--- src/logic/rtsfs_pkg.sv ---
// package for the ramp time select and fast stop block
// assumes a 125 MHz ref_clk and a 32-bit Avalon-MM register port
`default_nettype none
package rtsfs_pkg;
  localparam int FREQ_W = 12;
  localparam int TIME_W = 16;
  localparam int NUM_DI = 4;
  // -------------------------------------------------
  // register byte offsets
  // -------------------------------------------------
  localparam logic [7:0] OFS_ACC1 = 8'h00;
  localparam logic [7:0] OFS_DEC1 = 8'h04;
  localparam logic [7:0] OFS_ACC2 = 8'h08;
  localparam logic [7:0] OFS_DEC2 = 8'h0C;
  localparam logic [7:0] OFS_FSTOP = 8'h10;
  localparam logic [7:0] OFS_SWF = 8'h14;
  localparam logic [7:0] OFS_MAXF = 8'h18;
  localparam logic [7:0] OFS_DIFN = 8'h1C;
  localparam logic [7:0] OFS_DOFN = 8'h20;
  localparam logic [7:0] OFS_CTRL = 8'h24;
  localparam logic [7:0] OFS_STAT = 8'h28;
  // -------------------------------------------------
  // fields and reset values (times in 0.1 s, frequencies in 0.1 Hz)
  // -------------------------------------------------
  localparam int CTRL_RUN_BIT = 0;
  localparam int CTRL_TGT_LSB = 16;
  localparam int STAT_FS_BIT = 16;
  localparam int STAT_PAIR2_BIT = 17;
  localparam int STAT_BLK_BIT = 18;
  localparam logic [TIME_W-1:0] RAMP_TIME_RST = 16'h012C;
  localparam logic [TIME_W-1:0] FSTOP_TIME_RST = 16'h0064;
  localparam logic [FREQ_W-1:0] SWF_RST = 12'h000;
  localparam logic [FREQ_W-1:0] MAXF_RST = 12'h258;
  // -------------------------------------------------
  // function codes of the digital inputs and the output
  // -------------------------------------------------
  localparam logic [7:0] FN_RAMP_SEL = 8'h07;
  localparam logic [7:0] FN_FSTOP_NO = 8'h15;
  localparam logic [7:0] FN_FSTOP_NC = 8'h17;
  localparam logic [7:0] FN_DO_FSTOP = 8'h4C;
  // -------------------------------------------------
  // timing
  // -------------------------------------------------
  localparam int CLK_MHZ = 125;
  localparam int RAMP_TICK_US = 1000;
  localparam int RAMP_TICK_CYC = RAMP_TICK_US * CLK_MHZ;
  localparam int TIME_UNIT_US = 100000;
  localparam int TICKS_PER_UNIT = TIME_UNIT_US / RAMP_TICK_US;
  typedef struct packed {
    logic [TIME_W-1:0] accel;
    logic [TIME_W-1:0] decel;
  } rtsfs_pair_t;
endpackage
`default_nettype wire

--- src/logic/rtsfs_ramp_ctrl.sv ---
// ramp time pair selection, linear frequency ramp and latched fast stop
// assumes di_pin comes from contacts (asynchronous), fault_fast_stop from ref_clk logic
//
// Summary of operation
// - an accel time is the time to ramp from zero to the maximum output frequency.
// - a decel time is the time to ramp from the maximum output frequency to zero.
// - with no input assigned to ramp selection and automatic switching off the first accel/decel pair is used.
// - an input with function 07 selects pair one when low and pair two when high.
// - automatic switching uses pair two at or below the switch frequency and pair one above it.
// - an input-chosen pair overrides automatic switching.
// - a switch frequency of zero (the reset value) disables automatic switching.
// - fast stop, with its own time, starts on a fault or an input coded 15 (open) or 17 (closed).
// - the fast stop request is latched so a momentary input is enough.
// - restart waits for decel end, release of the fast stop input and a cycled run command.
// - an output coded 4C is on for as long as fast stop is active, one ref_clk cycle later.
//
// Our own choices: the register addresses and register access over Avalon-MM.
`default_nettype none
module rtsfs_ramp_ctrl #(
  parameter int TICK_CYC = rtsfs_pkg::RAMP_TICK_CYC
)(
  input wire logic ref_clk, // 125 MHz clock
  input wire logic rst_n, // asynchronous reset, active low
  input wire logic [7:0] avs_address, // byte address
  input wire logic avs_read, // read request
  input wire logic avs_write, // write request
  input wire logic [31:0] avs_writedata, // write data
  input wire logic [3:0] avs_byteenable, // byte lanes
  output logic [31:0] avs_readdata, // read data
  output logic avs_waitrequest, // low for the completing cycle
  input wire logic [rtsfs_pkg::NUM_DI-1:0] di_pin, // contact inputs
  input wire logic fault_fast_stop, // fault asking for fast stop
  output logic do_pin, // function-coded digital output
  output logic [rtsfs_pkg::FREQ_W-1:0] out_freq, // ramped frequency, 0.1 Hz
  output logic fast_stop_active // fast stop in progress
);
  localparam int TW = rtsfs_pkg::TIME_W;
  localparam int FW = rtsfs_pkg::FREQ_W;
  localparam int ND = rtsfs_pkg::NUM_DI;
  localparam int CW = $clog2(TICK_CYC);

  // -------------------------------------------------
  // register bus
  // -------------------------------------------------
  logic [TW-1:0] acc1_ff, dec1_ff, acc2_ff, dec2_ff, fstop_ff;
  logic [FW-1:0] swf_ff, maxf_ff, tgt_ff, freq_ff;
  logic [31:0] difn_ff;
  logic [7:0] dofn_ff;
  logic run_ff, fs_active_ff, blk_ff, do_ff, wait_ff;
  logic [31:0] rdata_ff, rd_mux;
  logic use_second;

  wire bus_req = avs_read | avs_write;
  wire wr_fire = avs_write & ~wait_ff;
  wire [31:0] wmask = {{8{avs_byteenable[3]}}, {8{avs_byteenable[2]}},
                       {8{avs_byteenable[1]}}, {8{avs_byteenable[0]}}};
  wire [31:0] wr_val = (rd_mux & ~wmask) | (avs_writedata & wmask);
  wire [31:0] stat_val = {13'h0000, blk_ff, use_second, fs_active_ff, 4'h0, freq_ff};

  always_comb
  begin
    case (avs_address)
      rtsfs_pkg::OFS_ACC1: rd_mux = {16'h0000, acc1_ff};
      rtsfs_pkg::OFS_DEC1: rd_mux = {16'h0000, dec1_ff};
      rtsfs_pkg::OFS_ACC2: rd_mux = {16'h0000, acc2_ff};
      rtsfs_pkg::OFS_DEC2: rd_mux = {16'h0000, dec2_ff};
      rtsfs_pkg::OFS_FSTOP: rd_mux = {16'h0000, fstop_ff};
      rtsfs_pkg::OFS_SWF: rd_mux = {20'h00000, swf_ff};
      rtsfs_pkg::OFS_MAXF: rd_mux = {20'h00000, maxf_ff};
      rtsfs_pkg::OFS_DIFN: rd_mux = difn_ff;
      rtsfs_pkg::OFS_DOFN: rd_mux = {24'h000000, dofn_ff};
      rtsfs_pkg::OFS_CTRL: rd_mux = {4'h0, tgt_ff, 15'h0000, run_ff};
      rtsfs_pkg::OFS_STAT: rd_mux = stat_val;
      default: rd_mux = 32'h00000000;
    endcase
  end

  // one wait cycle per access keeps the read path registered
  always_ff @(posedge ref_clk or negedge rst_n)
  begin
    if (!rst_n)
    begin
      wait_ff <= 1'b1;
      rdata_ff <= 32'h00000000;
    end
    else
    begin
      wait_ff <= ~(bus_req & wait_ff);
      if (avs_read & wait_ff)
        rdata_ff <= rd_mux;
    end
  end

  always_ff @(posedge ref_clk or negedge rst_n)
  begin
    if (!rst_n)
    begin
      acc1_ff <= rtsfs_pkg::RAMP_TIME_RST;
      dec1_ff <= rtsfs_pkg::RAMP_TIME_RST;
      acc2_ff <= rtsfs_pkg::RAMP_TIME_RST;
      dec2_ff <= rtsfs_pkg::RAMP_TIME_RST;
      fstop_ff <= rtsfs_pkg::FSTOP_TIME_RST;
      swf_ff <= rtsfs_pkg::SWF_RST;
      maxf_ff <= rtsfs_pkg::MAXF_RST;
      difn_ff <= 32'h00000000;
      dofn_ff <= 8'h00;
      run_ff <= 1'b0;
      tgt_ff <= 12'h000;
    end
    else if (wr_fire)
    begin
      case (avs_address)
        rtsfs_pkg::OFS_ACC1: acc1_ff <= wr_val[TW-1:0];
        rtsfs_pkg::OFS_DEC1: dec1_ff <= wr_val[TW-1:0];
        rtsfs_pkg::OFS_ACC2: acc2_ff <= wr_val[TW-1:0];
        rtsfs_pkg::OFS_DEC2: dec2_ff <= wr_val[TW-1:0];
        rtsfs_pkg::OFS_FSTOP: fstop_ff <= wr_val[TW-1:0];
        rtsfs_pkg::OFS_SWF: swf_ff <= wr_val[FW-1:0];
        rtsfs_pkg::OFS_MAXF: maxf_ff <= wr_val[FW-1:0];
        rtsfs_pkg::OFS_DIFN: difn_ff <= wr_val;
        rtsfs_pkg::OFS_DOFN: dofn_ff <= wr_val[7:0];
        rtsfs_pkg::OFS_CTRL:
        begin
          run_ff <= wr_val[rtsfs_pkg::CTRL_RUN_BIT];
          tgt_ff <= wr_val[rtsfs_pkg::CTRL_TGT_LSB +: FW];
        end
        default: ;
      endcase
    end
  end

  // -------------------------------------------------
  // contact inputs: three stages, a change counts when stages two and three agree
  // -------------------------------------------------
  logic [2:0] di_sync_ff [ND];
  logic [ND-1:0] di_lvl_ff, is_sel, sel_hi, fs_req;

  for (genvar i = 0; i < ND; i++)
  begin : g_di
    wire [7:0] fn = difn_ff[8*i +: 8];
    always_ff @(posedge ref_clk or negedge rst_n)
    begin
      if (!rst_n)
      begin
        di_sync_ff[i] <= 3'h0;
        di_lvl_ff[i] <= 1'b0;
      end
      else
      begin
        di_sync_ff[i] <= {di_sync_ff[i][1:0], di_pin[i]};
        if (di_sync_ff[i][1] == di_sync_ff[i][2])
          di_lvl_ff[i] <= di_sync_ff[i][2];
      end
    end
    assign is_sel[i] = (fn == rtsfs_pkg::FN_RAMP_SEL);
    assign sel_hi[i] = is_sel[i] & di_lvl_ff[i];
    assign fs_req[i] = ((fn == rtsfs_pkg::FN_FSTOP_NO) & di_lvl_ff[i]) |
                       ((fn == rtsfs_pkg::FN_FSTOP_NC) & ~di_lvl_ff[i]);
  end

  // -------------------------------------------------
  // ramp pair selection
  // -------------------------------------------------
  wire sel_assigned = |is_sel;
  wire sel_in_hi = |sel_hi;
  wire auto_on = (swf_ff != 12'h000);
  wire auto_second = auto_on & (freq_ff <= swf_ff);
  assign use_second = sel_assigned ? sel_in_hi : auto_second;
  wire rtsfs_pkg::rtsfs_pair_t pair = use_second ? {acc2_ff, dec2_ff} : {acc1_ff, dec1_ff};

  // -------------------------------------------------
  // fast stop latch and restart interlock
  // -------------------------------------------------
  logic fs_level_d_ff;
  wire fs_level = (|fs_req) | fault_fast_stop;
  wire fs_trig = fs_level & ~fs_level_d_ff;

  always_ff @(posedge ref_clk or negedge rst_n)
  begin
    if (!rst_n)
    begin
      fs_level_d_ff <= 1'b0;
      fs_active_ff <= 1'b0;
      blk_ff <= 1'b0;
      do_ff <= 1'b0;
    end
    else
    begin
      fs_level_d_ff <= fs_level;
      // a new request wins over the end of the previous one
      if (fs_trig)
        fs_active_ff <= 1'b1;
      else if (freq_ff == 12'h000)
        fs_active_ff <= 1'b0;
      if (fs_trig)
        blk_ff <= 1'b1;
      else if (~fs_active_ff & ~fs_level & ~run_ff)
        blk_ff <= 1'b0;
      do_ff <= (dofn_ff == rtsfs_pkg::FN_DO_FSTOP) & fs_active_ff;
    end
  end

  // -------------------------------------------------
  // linear ramp: pending credit gains maxf per tick, one unit step costs span
  // -------------------------------------------------
  logic [CW-1:0] tick_cnt_ff;
  logic tick_ff;
  logic [23:0] pend_ff;

  wire [FW-1:0] tgt_lim = (tgt_ff > maxf_ff) ? maxf_ff : tgt_ff;
  wire [FW-1:0] goal = (run_ff & ~blk_ff & ~fs_active_ff) ? tgt_lim : 12'h000;
  wire up = goal > freq_ff;
  wire dn = goal < freq_ff;
  wire [TW-1:0] tsel = fs_active_ff ? fstop_ff : (up ? pair.accel : pair.decel);
  wire [23:0] span = 24'(tsel) * 24'(rtsfs_pkg::TICKS_PER_UNIT);
  wire step = (up | dn) & (pend_ff >= span);
  wire [23:0] pend_add = tick_ff ? 24'(maxf_ff) : 24'h000000;
  wire [23:0] pend_sub = step ? span : 24'h000000;

  always_ff @(posedge ref_clk or negedge rst_n)
  begin
    if (!rst_n)
    begin
      tick_cnt_ff <= '0;
      tick_ff <= 1'b0;
      pend_ff <= 24'h000000;
      freq_ff <= 12'h000;
    end
    else
    begin
      tick_ff <= (tick_cnt_ff == CW'(TICK_CYC - 1));
      tick_cnt_ff <= (tick_cnt_ff == CW'(TICK_CYC - 1)) ? '0 : tick_cnt_ff + 1'b1;
      pend_ff <= (up | dn) ? pend_ff - pend_sub + pend_add : 24'h000000;
      if (step)
        freq_ff <= up ? freq_ff + 1'b1 : freq_ff - 1'b1;
    end
  end

  assign avs_readdata = rdata_ff;
  assign avs_waitrequest = wait_ff;
  assign do_pin = do_ff;
  assign out_freq = freq_ff;
  assign fast_stop_active = fs_active_ff;
endmodule
`default_nettype wire

--- config.mk ---
export PLATFORM = sky130hd
export DESIGN_NAME = rtsfs_ramp_ctrl
export DESIGN_NICKNAME = d
export VERILOG_FILES = /design/src/logic/rtsfs_pkg.sv /design/src/logic/rtsfs_ramp_ctrl.sv
export SDC_FILE = /design/constraint.sdc
export NUM_CORES = 1
export LEC_CHECK = 0
export BUFFER_PORTS_ARGS = -buffer_cell sky130_fd_sc_hd__buf_2
export CORE_ASPECT_RATIO = 2
export CORE_MARGIN = 4
export CORE_UTILIZATION = 55
export DETAILED_ROUTE_END_ITERATION = 16
export GPL_ROUTABILITY_DRIVEN = 0
export PLACE_DENSITY = 0.73
export SYNTH_ARGS = -nofsm -noshare
export SYNTH_HDL_FRONTEND = slang
export SYNTH_SLANG_ARGS = --single-unit
--- constraint.sdc ---
create_clock -name ref_clk -period 34.3 [get_ports ref_clk]
set_clock_uncertainty 0.05 [all_clocks]
set_input_delay 3.43 -clock ref_clk [delete_from_list [all_inputs] [get_ports ref_clk]]
set_output_delay 3.43 -clock ref_clk [all_outputs]
set_load 0.01 [all_outputs]
## Yosys cells after proc, flatten, opt, wreduce, memory -nomap -nowiden

Cells that the tools add are included.

- Register bits after elaboration: 264
- Bits in latches: 0
- Bits in writable memories: 0
- Memory bits (read-only): 0
- Input bits: 53
- Output and inout bits: 47
- Logic and storage cells: 147
- Memories: 0

- Add/sub/neg operators: 5
- $mul: 1
- Div/mod/pow operators: 0
- $lt $le $gt $ge: 5
- Equality and inequality tests: 28
- Shift-type cells: 0
- Multiplexer cells: 16
- Bitwise operators: 45
- Reduce and logical (&&, ||, !) cells: 18

Operators by type and width:

| kind | count |
|---|---|
| 32-bit case mux with 11 select lines | 1 |
| 8-bit by 5-bit equality test with 1-bit output, second input constant | 12 |
| 32-bit bitwise AND | 2 |
| 12-bit two-way mux | 4 |
| 8-bit by 3-bit equality test with 1-bit output, second input constant | 5 |
| 16-bit two-way mux | 2 |
| 32-bit two-way mux | 1 |
| 32-bit NOT | 1 |
| 32-bit bitwise OR | 1 |
| 24-bit by 12-bit adder with 24-bit output | 1 |
| 8-bit by 6-bit equality test with 1-bit output, second input constant | 3 |
| 24-bit by 23-bit greater-or-equal comparator with 1-bit output | 1 |
| 12-bit greater-than comparator | 2 |
| 24-bit two-way mux | 1 |
| 24-bit by 23-bit subtractor with 24-bit output | 1 |
| 1-bit bitwise AND | 23 |
| 23-bit two-way mux | 1 |
| 16-bit by 5-bit multiplier with 21-bit output, second input constant | 1 |
| 2-bit AND reduction | 10 |
| 17-bit by 1-bit adder with 17-bit output, second input constant | 1 |
| 17-bit equality test, second input constant | 1 |
| 17-bit two-way mux | 1 |
| 8-bit by 4-bit equality test with 1-bit output, second input constant | 2 |
| 12-bit by 1-bit adder with 12-bit output, second input constant | 1 |
| 13 further kinds | 39 |

## Logic depth before layout (Yosys ltp)

- Depth in word-level cells: 14
- Depth in mapped cells: 51
- Depth with buffers taken out: 48

## Least setup slack after synthesis

OpenSTA, ideal clock, no wires.

- Path type: register to register
- Start: register maxf_ff[9]
- End: register pend_ff[20]
- Library setup time: 86 ps
- Arrival: 10,739 ps
- Data required time: 34,164 ps
- Setup slack: 23,425 ps
- Cell stages (with the launch flop): 49
- Path buffers: 3
- Clock period less this slack: 10,875 ps
- Cells stage by stage: dfstp_2 > inv_1 > ha_1 > nand4_1 > or2_2 > a21oi_1 > o22a_1 > buf_2 > mux2i_1 > nor2_1 > ha_1 > and2_1 > o21ai_0 > a211o_1 > a31oi_1 > buf_2 > mux2i_1 > mux2_2 > [... 13 more ...] > xnor2_1 > ha_1 > o21ai_0 > a2bb2oi_1 > nor4_1 > or3_1 > clkbuf_1 > o22ai_1 > fa_1 > inv_1 > ha_1 > nor2b_4 > o31a_1 > o41ai_4 > a211oi_2 > or4_4 > o211a_1 > nor3_1

- Longest elaborated chain between the ends: 13
- Elaborated cells on any way between the ends: 16
- Classes of those cells: add/sub: 2; mul: 1; order compare: 4; mux: 7; bitwise: 2

RTL lines:

| what | line | source |
|---|---|---|
| from (decl) | rtsfs_ramp_ctrl.sv:46 | `logic [FW-1:0] swf_ff, maxf_ff, tgt_ff, freq_ff;` |
| from (signal assigned) | rtsfs_ramp_ctrl.sv:104 | `maxf_ff <= rtsfs_pkg::MAXF_RST;` |
| from (signal assigned) | rtsfs_ramp_ctrl.sv:119 | `rtsfs_pkg::OFS_MAXF: maxf_ff <= wr_val[FW-1:0];` |
| 12-bit greater-than comparator | rtsfs_ramp_ctrl.sv:210 | `wire [FW-1:0] tgt_lim = (tgt_ff > maxf_ff) ? maxf_ff : tgt_ff;` |
| 12-bit two-way mux | rtsfs_ramp_ctrl.sv:210 |  |
| 12-bit two-way mux | rtsfs_ramp_ctrl.sv:211 | `wire [FW-1:0] goal = (run_ff & ~blk_ff & ~fs_active_ff) ? tgt_lim : 12'h000;` |
| 12-bit greater-than comparator | rtsfs_ramp_ctrl.sv:212 | `wire up = goal > freq_ff;` |
| 16-bit two-way mux (2 in series) | rtsfs_ramp_ctrl.sv:214 | `wire [TW-1:0] tsel = fs_active_ff ? fstop_ff : (up ? pair.accel : pair.decel);` |
| 16-bit by 5-bit multiplier with 21-bit output | rtsfs_ramp_ctrl.sv:215 | `wire [23:0] span = 24'(tsel) * 24'(rtsfs_pkg::TICKS_PER_UNIT);` |
| 24-bit by 23-bit greater-or-equal comparator with 1-bit output | rtsfs_ramp_ctrl.sv:216 | `wire step = (up \| dn) & (pend_ff >= span);` |
| 1-bit bitwise AND | rtsfs_ramp_ctrl.sv:216 |  |
| 23-bit two-way mux | rtsfs_ramp_ctrl.sv:218 | `wire [23:0] pend_sub = step ? span : 24'h000000;` |
| 24-bit by 23-bit subtractor with 24-bit output | rtsfs_ramp_ctrl.sv:233 | `pend_ff <= (up \| dn) ? pend_ff - pend_sub + pend_add : 24'h000000;` |
| 24-bit by 12-bit adder with 24-bit output | rtsfs_ramp_ctrl.sv:233 |  |
| 24-bit two-way mux (*) | rtsfs_ramp_ctrl.sv:233 |  |
| to (signal assigned) | rtsfs_ramp_ctrl.sv:233 |  |
| to (decl) | rtsfs_ramp_ctrl.sv:208 | `logic [23:0] pend_ff;` |

Mark *: on every way between the ends. The rest lies on a longest branch, timed or not.
A chain may end at the register's enable or synchronous reset.

## Worst setup path in the final report

- Start: register maxf_ff[9]
- End: register pend_ff[21]

Same word-level chain as after synthesis.

==> metrics.md <==
| Metric | Value |
|---|---|
| Status | `finished, final reports clean` |
| Yosys top cell by area | `dfrtp_1` |
| Endpoints failing setup | `0` |
| Leak | `8.38 nW` |
| # port buffers | `99` |
| Slowest cell on crit path | `or3_1` |
| Synthesis Warnings | `0` |
| Avg Synthesized Cell Area | `9.32 sq um` |
| Worst Hold Path EP | `di_sync_ff[10]` |
| Sequential share of power | `0.332` |
| GRT Util Overall | `0.295` |
| Sw Share | `0.385` |
| Post-Syn Nets | `2,057` |
| GRT overflow | `0` |
| Final std cells w/o fill | `2,280` |
| Slew headroom | `0.130` |
| Largest net degree at the start of global routing | `148` |
| Vias in the first global route | `14,746` |
| PostCTS Resize Cnt | `0` |
| Number of vias per cell | `6.31` |
| Reg2Reg Depth | `47` |
| Combinational power share | `0.415` |
| RSZ-0062 raised after global routing | `false` |
| Post-Syn Area | `17,000 sq um` |
| DRT Pass-1 Iters | `6` |
| Final max-slew violation count | `0` |
| Min-Delay Startpoint | `di_sync_ff[9]` |
| Die height | `257 um` |
| Remaining antenna violation count | `0` |
| Antenna violations before repair | `0` |
| CTS buffer count | `25` |
| Post-CTS Setup Bufs | `0` |
| Maximum vdd drop | `43.6 uV` |
| Register cell area after layout | `6640 sq um` |
| Hpwl dp | `37,500 um` |
| WS Path Type | `reg -> reg` |
| Yosys cell types | `86` |
| Final Cycle Share | `0.376` |
| Total Wirelength | `50,500 um` |
| Sw Pwr | `447 uW` |
| H-tree levels | `1` |
| Worst-path clk slew | `0.07 ns` |
| Max Cap Violations | `0` |
| Net count, final | `2,124` |
| CP endpoint kind | `register` |
| Worst R2R Start | `maxf_ff[9]` |
| Worst setup SP type | `register` |
| Minimum clock period after layout | `12.91 ns` |
| Mapped Cells | `1,827` |
| Most frequent cell after synthesis | `nand2_1` |
| CTS Sinks | `264` |
| Worst-skew pair later-pin latency | `0.55 ns` |
| PwrDens | `62.1 nW/um^2` |
| Placed insts | `2,235` |
| Clock share of power | `0.252` |
| HP Class | `reg -> reg` |
| Routed length per instance | `22.2 um` |
| Seq/Total Area, Yosys | `0.390` |
| CP arrival | `13.29 ns` |
| Die W | `132 um` |
| Data required, critical path | `34.68 ns` |
| FP Rows | `90` |
| TritonCTS clock tree | `done` |
| Share of layout cells above drive strength 1 | `0.133` |
| Cts hold-fix bufs | `0` |
| Setup TNS | `0 ns` |
| Worst R2R Setup Slack | `21.39 ns` |
| Worst-Margin Slew | `1.30 ns` |
| First-pass GRT wire length | `79,500 um` |
| Synth area leaders | `dfrtp_1 35%, ha_1 11%, nand2_1 6.3%` |
| Final hold violations | `0` |
| Ports | `100` |
| Core ar. | `30,400 sq um` |
| FILL cells | `2,577` |
| Multi-input combinational cell area | `9620 sq um` |
| Synth top cells by count | `285 x nand2_1, 240 x dfrtp_1, 155 x ha_1, 147 x o21ai_1, 122 x inv_1` |
| Starting Density | `0.560` |
| Worst flop-to-flop path endpoint | `pend_ff[21]` |
| Synth Register Bits | `264` |
| Area growth syn-to-layout | `9.62%` |
| Max Freq | `0.0775 GHz` |
| Top cell type's share of synthesized area | `0.353` |
| Internal power | `713 uW` |
| ANT cells | `0` |
| CP Max Fanout | `31` |
| Post-synth EDFFs | `0` |
| Hold Crit Depth | `0` |
| CTS max path bufs | `3` |
| Max stage delay on crit path | `0.65 ns` |
| Asr flop ratio synth | `1.00` |
| Via count | `14,390` |
| Most used cell, CP | `ha_1` |
| Synth Flop Type | `dfrtp_1` |
| DRT iter0 DRCs | `913` |
| DRC violations left | `0` |
| Clock root buffer | `clkbuf_16` |
| DIE AREA | `34,000 sq um` |
cell type report:
class / instances / share of cell area
clock inverters: 8 / 0.00536
repair buffers: 116 / 0.0346
inverters: 122 / 0.0245
multi-input cells: 1365 / 0.515
flip-flops and latches: 264 / 0.355
clock buffers: 37 / 0.0403
well taps: 368 / 0.0247
cell usage in the layout, fill, tap and decap left out, types with 40 or more instances in the layout:
master	instances
inv_1	122
ha_1	155
o21ai_1	147
o21ai_0	89
mux2_2	40
mux2i_1	50
a21oi_1	57
nand2_1	284
buf_2	98
nor2_1	75
dfrtp_1	240
critical path, delay by kind of cell, from the launching register on:
family	cells	cell delay, ns
muxes	3	0.70
DFF	1	0.57
xor gates and xnor gates	1	0.12
AOI/OAI and AO/OA	16	4.25
and+or+nand+nor	13	3.20
buffers and inverters	5	0.70
adders and majority gates	9	3.12
state kept, by name, indices dropped and copies added (netlist names), 16 cells and up:
name and count:
difn_ff 32, avs_readdata 32, tick_cnt_ff 17, acc1_ff 16
dec2_ff 16, acc2_ff 16, fstop_ff 16, pend_ff 24
dec1_ff 16
metrics by stage:
| stage | setup WS (ns) | area [sq um] | power (mW) | utilization | hold slack, ns |
|---|---|---|---|---|---|
| global route | 20.67 | 18700 | 1.24 | 0.614 | 0.322 |
| finish | 21.39 | 18700 | 1.16 | 0.614 | 0.313 |
| floorplan | 23.43 | 17000 | 0.732 | - | 0.281 |
| CTS | 21.53 | 18700 | 1.16 | 0.614 | 0.319 |
| detailed placement | 21.57 | 17800 | 0.867 | 0.586 | 0.298 |
| global placement | 21.82 | 17800 | 0.849 | 0.586 | 0.297 |
power by group through the flow:
stage               combinational [mW]  clock (mW)  sequential [mW]
floorplan                        0.360           0            0.372
global route                     0.541       0.310            0.386
CTS                              0.481       0.296            0.384
detailed placement               0.478           0            0.389
finish                           0.482       0.293            0.385
global placement                 0.460           0            0.389
layer usage:
metal | wire, um | GRT usage | vias to the layer above | share of wire
met2 | 25400 | 0.519 | 555 | 0.50
met3 | 2780 | 0.0430 | 227 | 0.055
met1 | 17300 | 0.306 | 6965 | 0.34
li1 | - | - | 6643 | -
met4 | 5030 | 0.247 | 0 | 0.10
met5 | 0 | 0 | - | 0
logic make-up (layout without fill, tap and decap cells):
kind of cell               count (synthesis)  after routing  synth area share
buffers and inverters                    198            283            0.0474
adders and majority gates                181            181             0.142
muxes                                     94             94            0.0585
and+or+nand+nor                          565            565             0.160
xor gates and xnor gates                  55             55            0.0283
AOI/OAI and AO/OA                        470            470             0.174
DFF                                      264            264             0.390
how the worst max path moves through the flow:
stage,start,end,depth (start not counted)
final,maxf_ff[9],pend_ff[21],47
after global routing,maxf_ff[9],pend_ff[21],46
after CTS,maxf_ff[9],pend_ff[21],44
after detailed placement,maxf_ff[9],pend_ff[21],43
after global placement,maxf_ff[9],pend_ff[21],45
after floorplan,maxf_ff[9],pend_ff[20],48
(Power assumes the default switching activity.)
